--- src/inc/rtcmfo_consts.svh ---
`ifndef RTCMFO_CONSTS_SVH
`define RTCMFO_CONSTS_SVH

// Register map.
`define RTCMFO_CTRL_OFFSET 8'h07
`define RTCMFO_CTRL_RESET 8'h80
`define RTCMFO_READ_ZERO 8'h00

// Field positions inside the output control register.
`define RTCMFO_BIT_LEVEL 7
`define RTCMFO_BIT_SQUARE_EN 6
`define RTCMFO_BIT_ALARM1_EN 5
`define RTCMFO_BIT_ALARM0_EN 4
`define RTCMFO_BIT_EXT_TIMEBASE 3
`define RTCMFO_BIT_COARSE_TRIM 2
`define RTCMFO_BIT_RATE_HI 1
`define RTCMFO_BIT_RATE_LO 0

// Rate select codes.
`define RTCMFO_RATE_DIV1 2'b00
`define RTCMFO_RATE_DIV4 2'b01
`define RTCMFO_RATE_DIV8 2'b10
`define RTCMFO_RATE_DIV32768 2'b11

// Half periods of the divided square wave, in oscillator rising edges.
`define RTCMFO_HALF_DIV4 15'h0002
`define RTCMFO_HALF_DIV8 15'h0004
`define RTCMFO_HALF_DIV32768 15'h4000
`define RTCMFO_HALF_COARSE 15'h0100

`define RTCMFO_CNT_ZERO 15'h0000
`define RTCMFO_CNT_ONE 15'h0001
`define RTCMFO_CNT_TWO 15'h0002

`endif

--- src/inc/rtcmfo_pkg.sv ---
package rtcmfo_pkg;
  typedef enum logic [1:0] {
    RTCMFO_MODE_GENERAL = 2'b00,
    RTCMFO_MODE_ALARM = 2'b01,
    RTCMFO_MODE_SQUARE = 2'b10
  } rtcmfo_mode_t;

  typedef logic [14:0] rtcmfo_count_t;
endpackage

--- src/design/rtcmfo_postscaler.sv ---
`timescale 1ns/1ps
`include "rtcmfo_consts.svh"

module rtcmfo_postscaler (
  input wire logic ref_clk_i,
  input wire logic rst_i,
  input wire logic tick_i,
  input wire logic restart_i,
  input wire logic trim_add_i,
  input wire logic trim_sub_i,
  input wire rtcmfo_pkg::rtcmfo_count_t half_i,
  output logic wave_o
);
  import rtcmfo_pkg::*;

  rtcmfo_count_t count;
  rtcmfo_count_t next_count;
  logic next_wave;
  rtcmfo_count_t step;
  rtcmfo_count_t sum;

  // A trim pulse adds or removes one oscillator edge from the count, which
  // stretches or shrinks one half period.
  always_comb begin
    step = `RTCMFO_CNT_ZERO;
    if (tick_i && !trim_sub_i) begin
      step = `RTCMFO_CNT_ONE;
    end
    if (trim_add_i) begin
      step = step + `RTCMFO_CNT_ONE;
    end
    sum = count + step;
    next_count = count;
    next_wave = wave_o;
    if (restart_i) begin
      next_count = `RTCMFO_CNT_ZERO;
      next_wave = 1'b0;
    end else if (sum >= half_i) begin
      next_count = sum - half_i;
      next_wave = !wave_o;
    end else begin
      next_count = sum;
    end
  end

  always_ff @(posedge ref_clk_i) begin
    if (rst_i) begin
      count <= `RTCMFO_CNT_ZERO;
      wave_o <= 1'b0;
    end else begin
      count <= next_count;
      wave_o <= next_wave;
    end
  end
endmodule

--- src/design/rtcmfo_top.sv ---
// Operation
// - Control bit 5 enables second alarm.
// - Control bit 4 enables first alarm.
// - Bit 3 selects external timebase source.
// - Bit 2 coarse trim, square gives 64 Hz.
// - Rate select divides 1, 4, 8, 32768.
// - Trim affects all rates except 1:1.
// - No square wave on backup supply.
// - Alarm output when alarm on, square off.
// - Alarm output still works on backup.
// - Single alarm: flag, or inverse by polarity.
// - Both alarms, polarity one: OR flags.
// - Both alarms, polarity zero: NAND flags.
// - All off: pin follows level bit, released on backup.
// - Bit 6 square enable, highest priority.
`timescale 1ns/1ps
`include "rtcmfo_consts.svh"

module rtcmfo_top (
  input wire logic REF_CLK_I,
  input wire logic RST_I,
  input wire logic [7:0] REG_ADDR_I,
  input wire logic [7:0] REG_WDATA_I,
  input wire logic REG_WR_I,
  input wire logic REG_RD_I,
  output logic [7:0] REG_RDATA_O,
  output logic REG_ACK_O,
  input wire logic CRYSTAL_CLK_I,
  input wire logic OSC_INPUT_PIN_I,
  input wire logic BACKUP_I,
  input wire logic FIRST_ALARM_FLAG_I,
  input wire logic SECOND_ALARM_FLAG_I,
  input wire logic ALARM_OUTPUT_POLARITY_I,
  input wire logic TRIM_ADD_I,
  input wire logic TRIM_SUB_I,
  output logic MULTI_FUNCTION_PIN_O,
  output logic MULTI_FUNCTION_PIN_OE_O,
  output logic CRYSTAL_RUN_O,
  output logic EXTERNAL_TIMEBASE_SELECT_O,
  output logic COARSE_TRIM_ENABLE_O,
  output logic FIRST_ALARM_ENABLE_O,
  output logic SECOND_ALARM_ENABLE_O,
  output logic [1:0] PIN_MODE_O
);
  import rtcmfo_pkg::*;

  //////////////////////////////////////////////////////////////////////////////

  // Half period lookup; coarse trim overrides the rate select field.
  function automatic rtcmfo_count_t rate_half(input logic [1:0] sel, input logic coarse);
    rtcmfo_count_t h;
    h = `RTCMFO_HALF_DIV32768;
    if (coarse) begin
      h = `RTCMFO_HALF_COARSE;
    end else begin
      case (sel)
        `RTCMFO_RATE_DIV4: h = `RTCMFO_HALF_DIV4;
        `RTCMFO_RATE_DIV8: h = `RTCMFO_HALF_DIV8;
        default: h = `RTCMFO_HALF_DIV32768;
      endcase
    end
    return h;
  endfunction

  // Alarm interrupt level from the enables, flags and polarity.
  function automatic logic alarm_level(input logic en0, input logic en1, input logic f0,
                                       input logic f1, input logic pol);
    logic lvl;
    lvl = 1'b1;
    if (en0 && en1) begin
      if (pol) begin
        lvl = f0 | f1;
      end else begin
        lvl = !(f0 & f1);
      end
    end else if (en0) begin
      lvl = pol ? f0 : !f0;
    end else if (en1) begin
      lvl = pol ? f1 : !f1;
    end
    return lvl;
  endfunction

  //////////////////////////////////////////////////////////////////////////////
  // Control register.

  logic [7:0] ctrl;
  logic [7:0] next_ctrl;
  logic [7:0] next_rdata;
  logic next_ack;
  logic addr_hit;

  assign addr_hit = (REG_ADDR_I == `RTCMFO_CTRL_OFFSET);

  always_comb begin
    next_ctrl = ctrl;
    next_rdata = `RTCMFO_READ_ZERO;
    next_ack = REG_WR_I | REG_RD_I;
    if (REG_WR_I && addr_hit) begin
      next_ctrl = REG_WDATA_I;
    end
    // Other addresses belong to neighbouring blocks and read as zero here.
    if (REG_RD_I && addr_hit) begin
      next_rdata = ctrl;
    end
  end

  always_ff @(posedge REF_CLK_I) begin
    if (RST_I) begin
      ctrl <= `RTCMFO_CTRL_RESET;
      REG_RDATA_O <= `RTCMFO_READ_ZERO;
      REG_ACK_O <= 1'b0;
    end else begin
      ctrl <= next_ctrl;
      REG_RDATA_O <= next_rdata;
      REG_ACK_O <= next_ack;
    end
  end

  logic level_bit;
  logic square_en;
  logic alarm1_en;
  logic alarm0_en;
  logic ext_sel;
  logic coarse_en;
  logic [1:0] rate_sel;

  assign level_bit = ctrl[`RTCMFO_BIT_LEVEL];
  assign square_en = ctrl[`RTCMFO_BIT_SQUARE_EN];
  assign alarm1_en = ctrl[`RTCMFO_BIT_ALARM1_EN];
  assign alarm0_en = ctrl[`RTCMFO_BIT_ALARM0_EN];
  assign ext_sel = ctrl[`RTCMFO_BIT_EXT_TIMEBASE];
  assign coarse_en = ctrl[`RTCMFO_BIT_COARSE_TRIM];
  assign rate_sel = ctrl[`RTCMFO_BIT_RATE_HI:`RTCMFO_BIT_RATE_LO];

  //////////////////////////////////////////////////////////////////////////////
  // Pin synchronisers. Three stages; a new level is accepted only when the
  // second and third stages agree, which filters a single metastable sample.

  logic [2:0] xtal_sync;
  logic [2:0] ext_sync;
  logic [2:0] bkp_sync;
  logic [2:0] next_xtal_sync;
  logic [2:0] next_ext_sync;
  logic [2:0] next_bkp_sync;
  logic xtal_lvl;
  logic ext_lvl;
  logic backup;
  logic next_xtal_lvl;
  logic next_ext_lvl;
  logic next_backup;

  always_comb begin
    next_xtal_sync = {xtal_sync[1:0], CRYSTAL_CLK_I};
    next_ext_sync = {ext_sync[1:0], OSC_INPUT_PIN_I};
    next_bkp_sync = {bkp_sync[1:0], BACKUP_I};
    next_xtal_lvl = (xtal_sync[1] == xtal_sync[2]) ? xtal_sync[2] : xtal_lvl;
    next_ext_lvl = (ext_sync[1] == ext_sync[2]) ? ext_sync[2] : ext_lvl;
    next_backup = (bkp_sync[1] == bkp_sync[2]) ? bkp_sync[2] : backup;
  end

  always_ff @(posedge REF_CLK_I) begin
    if (RST_I) begin
      xtal_sync <= 3'h0;
      ext_sync <= 3'h0;
      bkp_sync <= 3'h0;
      xtal_lvl <= 1'b0;
      ext_lvl <= 1'b0;
      backup <= 1'b0;
    end else begin
      xtal_sync <= next_xtal_sync;
      ext_sync <= next_ext_sync;
      bkp_sync <= next_bkp_sync;
      xtal_lvl <= next_xtal_lvl;
      ext_lvl <= next_ext_lvl;
      backup <= next_backup;
    end
  end

  //////////////////////////////////////////////////////////////////////////////
  // Timebase selection and edge detection.

  logic osc_lvl;
  logic osc_prev;
  logic next_osc_prev;
  logic osc_tick;

  assign osc_lvl = ext_sel ? ext_lvl : xtal_lvl;
  assign osc_tick = osc_lvl && !osc_prev;

  always_comb begin
    next_osc_prev = osc_lvl;
  end

  always_ff @(posedge REF_CLK_I) begin
    if (RST_I) begin
      osc_prev <= 1'b0;
    end else begin
      osc_prev <= next_osc_prev;
    end
  end

  //////////////////////////////////////////////////////////////////////////////
  // Postscaler restart tracking.

  logic [1:0] rate_prev;
  logic square_prev;
  logic coarse_prev;
  logic [1:0] next_rate_prev;
  logic next_square_prev;
  logic next_coarse_prev;
  logic restart;

  // Restarting on a rate or coarse trim change and on square enable costs one shortened cycle at most,
  // but avoids a runt pulse from a count left over from the old rate.
  assign restart = (rate_sel != rate_prev) || (square_en && !square_prev) ||
                   (coarse_en != coarse_prev);

  always_comb begin
    next_rate_prev = rate_sel;
    next_square_prev = square_en;
    next_coarse_prev = coarse_en;
  end

  always_ff @(posedge REF_CLK_I) begin
    if (RST_I) begin
      rate_prev <= `RTCMFO_RATE_DIV1;
      square_prev <= 1'b0;
      coarse_prev <= 1'b0;
    end else begin
      rate_prev <= next_rate_prev;
      square_prev <= next_square_prev;
      coarse_prev <= next_coarse_prev;
    end
  end

  logic divided_wave;
  logic trim_active;
  logic square_wave;

  // The undivided rate bypasses the trim pulses entirely.
  assign trim_active = coarse_en || (rate_sel != `RTCMFO_RATE_DIV1);

  rtcmfo_postscaler u_postscaler (
    .ref_clk_i(REF_CLK_I),
    .rst_i(RST_I),
    .tick_i(osc_tick),
    .restart_i(restart),
    .trim_add_i(TRIM_ADD_I && trim_active),
    .trim_sub_i(TRIM_SUB_I && trim_active),
    .half_i(rate_half(rate_sel, coarse_en)),
    .wave_o(divided_wave)
  );

  always_comb begin
    if (!coarse_en && rate_sel == `RTCMFO_RATE_DIV1) begin
      square_wave = osc_lvl;
    end else begin
      square_wave = divided_wave;
    end
  end

  //////////////////////////////////////////////////////////////////////////////
  // Output multiplexer. The pin is open drain: it is only ever pulled low,
  // and a high level is left to the external pull-up.

  rtcmfo_mode_t mode;
  logic pin_level;
  logic pin_drive;
  logic next_pin_oe;
  logic next_crystal_run;

  always_comb begin
    if (square_en) begin
      mode = RTCMFO_MODE_SQUARE;
    end else if (alarm0_en || alarm1_en) begin
      mode = RTCMFO_MODE_ALARM;
    end else begin
      mode = RTCMFO_MODE_GENERAL;
    end
  end

  always_comb begin
    pin_level = 1'b1;
    pin_drive = 1'b1;
    case (mode)
      RTCMFO_MODE_SQUARE: begin
        pin_level = square_wave;
        pin_drive = !backup;
      end
      RTCMFO_MODE_ALARM: begin
        // Flags feed straight in, so a flag change needs no register write.
        pin_level = alarm_level(alarm0_en, alarm1_en, FIRST_ALARM_FLAG_I,
                                SECOND_ALARM_FLAG_I, ALARM_OUTPUT_POLARITY_I);
        pin_drive = 1'b1;
      end
      RTCMFO_MODE_GENERAL: begin
        pin_level = level_bit;
        pin_drive = !backup;
      end
      default: begin
        pin_level = 1'b1;
        pin_drive = 1'b0;
      end
    endcase
    next_pin_oe = pin_drive && !pin_level;
    next_crystal_run = !ext_sel;
  end

  always_ff @(posedge REF_CLK_I) begin
    if (RST_I) begin
      MULTI_FUNCTION_PIN_O <= 1'b0;
      MULTI_FUNCTION_PIN_OE_O <= 1'b0;
      CRYSTAL_RUN_O <= 1'b1;
      EXTERNAL_TIMEBASE_SELECT_O <= 1'b0;
      COARSE_TRIM_ENABLE_O <= 1'b0;
      FIRST_ALARM_ENABLE_O <= 1'b0;
      SECOND_ALARM_ENABLE_O <= 1'b0;
      PIN_MODE_O <= RTCMFO_MODE_GENERAL;
    end else begin
      MULTI_FUNCTION_PIN_O <= 1'b0;
      MULTI_FUNCTION_PIN_OE_O <= next_pin_oe;
      CRYSTAL_RUN_O <= next_crystal_run;
      EXTERNAL_TIMEBASE_SELECT_O <= ext_sel;
      COARSE_TRIM_ENABLE_O <= coarse_en;
      FIRST_ALARM_ENABLE_O <= alarm0_en;
      SECOND_ALARM_ENABLE_O <= alarm1_en;
      PIN_MODE_O <= mode;
    end
  end
endmodule

--- config.mk ---
export PLATFORM = sky130hd
export DESIGN_NAME = rtcmfo_top
export DESIGN_NICKNAME = d
export VERILOG_FILES = /design/src/inc/rtcmfo_pkg.sv /design/src/design/rtcmfo_postscaler.sv /design/src/design/rtcmfo_top.sv
export VERILOG_INCLUDE_DIRS = /design/src /design/src/inc
export SDC_FILE = /design/constraint.sdc
export NUM_CORES = 1
export LEC_CHECK = 0
export ABC_AREA = 1
export CAP_MARGIN = 20
export CORE_MARGIN = 8
export CORE_UTILIZATION = 35
export DETAILED_ROUTE_END_ITERATION = 16
export DONT_BUFFER_PORTS = 1
export SYNTH_ARGS = -nofsm -noshare
export SYNTH_HDL_FRONTEND = slang
export SYNTH_HIERARCHICAL = 1
export SYNTH_SLANG_ARGS = --single-unit
--- constraint.sdc ---
create_clock -name REF_CLK_I -period 5.9 [get_ports REF_CLK_I]
set_input_delay 0.295 -clock REF_CLK_I [delete_from_list [all_inputs] [get_ports REF_CLK_I]]
set_output_delay 0.295 -clock REF_CLK_I [all_outputs]
set_load 0.03 [all_outputs]
==> metrics.md <==
| Metric | Value |
|---|---|
| Register area | approximately 1100 um^2 |
| Clock transition at path regs | 100 ps |
| R2R setup slack | 2020 ps |
| Setup CP Type | reg2reg |
| Final TNS setup | 0 ps |
| Area Growth Syn to Fin | 6.374% |
| Die area | 14220 um^2 |
| Critical path arrival | 4140 ps |
| Gr usage total | 12.09% |
| Synth Area in Compound Gates | 5.569% |
| Leakage | 2.098 nW |
| F_max | 257.5 MHz |
| Fraction of synthesized area in multiplexers | 0% |
| Main combinational cell family by area after synthesis | simple AND/OR/NAND/NOR gates |
| Drt total wl | 8.279 mm |
| Setup bufs post-CTS | 0 |
| RSZ-0062 raised after global routing | false |
| Placeable Area | a little over 10000 um^2 |
| WHS | between 30 and 40 ps |
| Final Hold Viols | 0 |
| Cts-stage hold buffer count | 0 |
| Synth Area in XOR/XNOR | 3.522% |
| Horiz. Die Dim | 119.2 um |
| H-tree Lvls | 2 |
| Clk Latency, worst-skew pair | between 300 and 400 ps |
| Worst R2R End | u_postscaler/count[2] |
| Fin crit share | 65.81% |
| Hold WC Path Type | in2reg |
| Worst Hold Path EP | REG_ACK_O |
| Effective utilization at floorplan | 36.13% |
| Detailed-route via count | 3240 |
| Setup-failing EPs final | 0 |
| Synth area leaders | dfxtp_1, nand2_1, inv_1 |
| Yosys Warn Count | 6 |
| Area of the multi-input gates | 2077 um^2 |
| Largest net degree at the start of global routing | 31 |
| Die Y | 119.2 um |
| Hold Crit Depth | 1 |
| First-pass GRT wire length | ~14 mm |
| Worst-Margin Slew | 982.7 ps |
| Post-Synth Simple-Gate Area | 37.27% |
| Post-synthesis average cell area | between 6 and 7 um^2 |
| Post-layout net count | ~640 |
| Clk buf depth | 2 |
| FFs w/ async S/R, synth | 0% |
| Tot Pwr | 0.6586 mW |
| DRC | 0 |
| Post-Synth Adder-Cell Area | 8.118% |
| Sequential fraction of the synthesis area | 30.06% |
| Ports | 46 |
| Post-DP HPWL | 6.738 mm |
| Top FF cell, synth | dfxtp_1 |
| Routed len/inst | approximately 11 um |
| First drt pass iteration count | 4 |
| Reg2reg path depth | 26 |
| Routed Antenna Nets | 0 |
| Startpoint types | flop |
| Yosys top cell area share | 30.06% |
| Share of layout cells above drive strength 1 | roughly 6.4% |
| Total grt overflow | 0 |
| Fillers | between 1000 and 1500 |
| Area leader, netlist | dfxtp_1 |
| Vias in the first global route | 3205 |
| Root buf cell | clkbuf_8 |
| Clock Skew | 7.506 ps |
| Cell Area, Synth | around 3700 um^2 |
| # resized after CTS | 0 |
| CP endpoint kind | flop |
| Crit path required time | around 6200 ps |
| Mapped Cells | 583 |
| Normalized max-slew margin | around 34% |
| # rows | 37 |
| TritonCTS Buffers | 5 |
| Pwr dens | 166.0 nW/um^2 |
| Post-synth EDFFs | 0 |
| Maximum Capacitance Violations | 0 |
| Sink Count | 56 |
| Distinct cells, synth | 41 |
| Drt first-iter violations | 156 |
| Min Tclk post-route | between 3000 and 4000 ps |
| Status | complete, no violations |
| Initial antenna violation count | 0 |
| Diodes inserted | 0 |
| Routed vias/inst | 4.444 |
| Critical path's largest stage delay | 430 ps |
| GPL Wtd Cong | 0.8414 |
| CP Max Fanout | 23 |
| Worst Hold Launch | RST_I |
| Highest-delay cell along the critical path | fa_1 |
| Peak VDD IR | 0.1260 mV |
| Reg2reg start | ctrl[0] |
| Seq cells post-synth | 56 |
| CTS tree | done |
| IO buf count | 0 |
| Final Max Tran Viols | 0 |
-- final cells by class --
class / count / area share, %
clock inverter: 3 / 0.6938
tap: 136 / 4.289
clock buffer: 5 / 1.734
sequential: 56 / 28.26
multi-input combinational: 395 / 52.35
inverter: 134 / 12.68
-- cell usage after synthesis, types with 2 or more instances --
cell,number
nand2_1,151
inv_1,128
nor2_1,94
dfxtp_1,56
ha_1,21
nand3_1,17
nand4_1,16
a21oi_1,11
nor3_1,11
o21ai_0,10
xor2_1,9
xnor2_1,6
inv_2,5
nand2_2,5
o21ai_1,5
buf_2,3
nand2_4,3
nand3_4,3
buf_4,2
buf_6,2
fa_1,2
nand3_2,2
nor2_2,2
nor2_8,2
-- cell usage in the layout (no fill, tap or decap), drive strengths merged, types with 2 or more instances in the layout --
cell type,count
a21oi,13
clkbuf,5
clkinv,2
conb,12
dfxtp,56
fa,2
ha,21
inv,134
nand2,159
nand3,22
nand4,16
nor2,99
nor3,12
o21ai,16
or2,2
xnor2,6
xor2,9
-- layer usage --
layer / track usage [%] / wire, um
met4: 4.032 / 162
met2: 20.13 / 3677
met1: 14.24 / 3858
met5: 0 / 0
met3: 4.110 / 581
-- critical path: cells and delay by family (launching register included) --
| family | cells | cell delay [ps] |
|---|---|---|
| flip-flops | 1 | 380 |
| buffers and inverters | 7 | 520 |
| AO/OA/AOI/OAI | 2 | 330 |
| AND/OR/NAND/NOR | 12 | 1170 |
| adder cells (fa/ha/maj) | 5 | 1370 |
-- logic make-up (layout without fill, tap and decap cells) --
family | Yosys count | in the layout
other | 1 | 12
buffers and inverters | 143 | 142
flip-flops | 56 | 56
AO/OA/AOI/OAI | 34 | 34
adder cells (fa/ha/maj) | 23 | 23
AND/OR/NAND/NOR | 311 | 311
XOR/XNOR | 15 | 15
-- through the flow --
stage               area, um^2  setup slack (ps)  instances  utilization (%)
finish                    3968              2017        729            38.43
global route              3968              1582        729            38.43
CTS                       3968              2022        729            38.43
detailed placement        3871              2048        721            37.50
global placement          3871              2119        721            37.50
floorplan                 3771              2457        594                -
-- state kept, by name (all words and copies together), names as in the netlist, 2 cells and up --
| name | flops |
|---|---|
| u_postscaler/count | 15 |
| REG_RDATA_O | 8 |
| ctrl | 8 |
| bkp_sync | 3 |
| ext_sync | 3 |
| xtal_sync | 3 |
| rate_prev | 2 |
-- worst max path at each step --
stage,start,endpoint,depth (start not counted),slack (ps)
2_1_floorplan,ctrl[0],u_postscaler/count[13],27,2460
3_3_place_gp,ctrl[0],u_postscaler/count[0],26,2120
3_5_place_dp,ctrl[0],u_postscaler/count[5],26,2050
4_1_cts,ctrl[0],u_postscaler/count[5],26,2020
5_1_grt,ctrl[0],u_postscaler/count[8],26,1580
6_report,ctrl[0],u_postscaler/count[2],26,2020
-- power breakdown --
group	internal [mW]	switching, mW
Combinational	0.0170	0.0347
Sequential	0.381	0.00244
Clock	0.0875	0.136
Total	0.486	0.173
(Power assumes the default switching activity.)
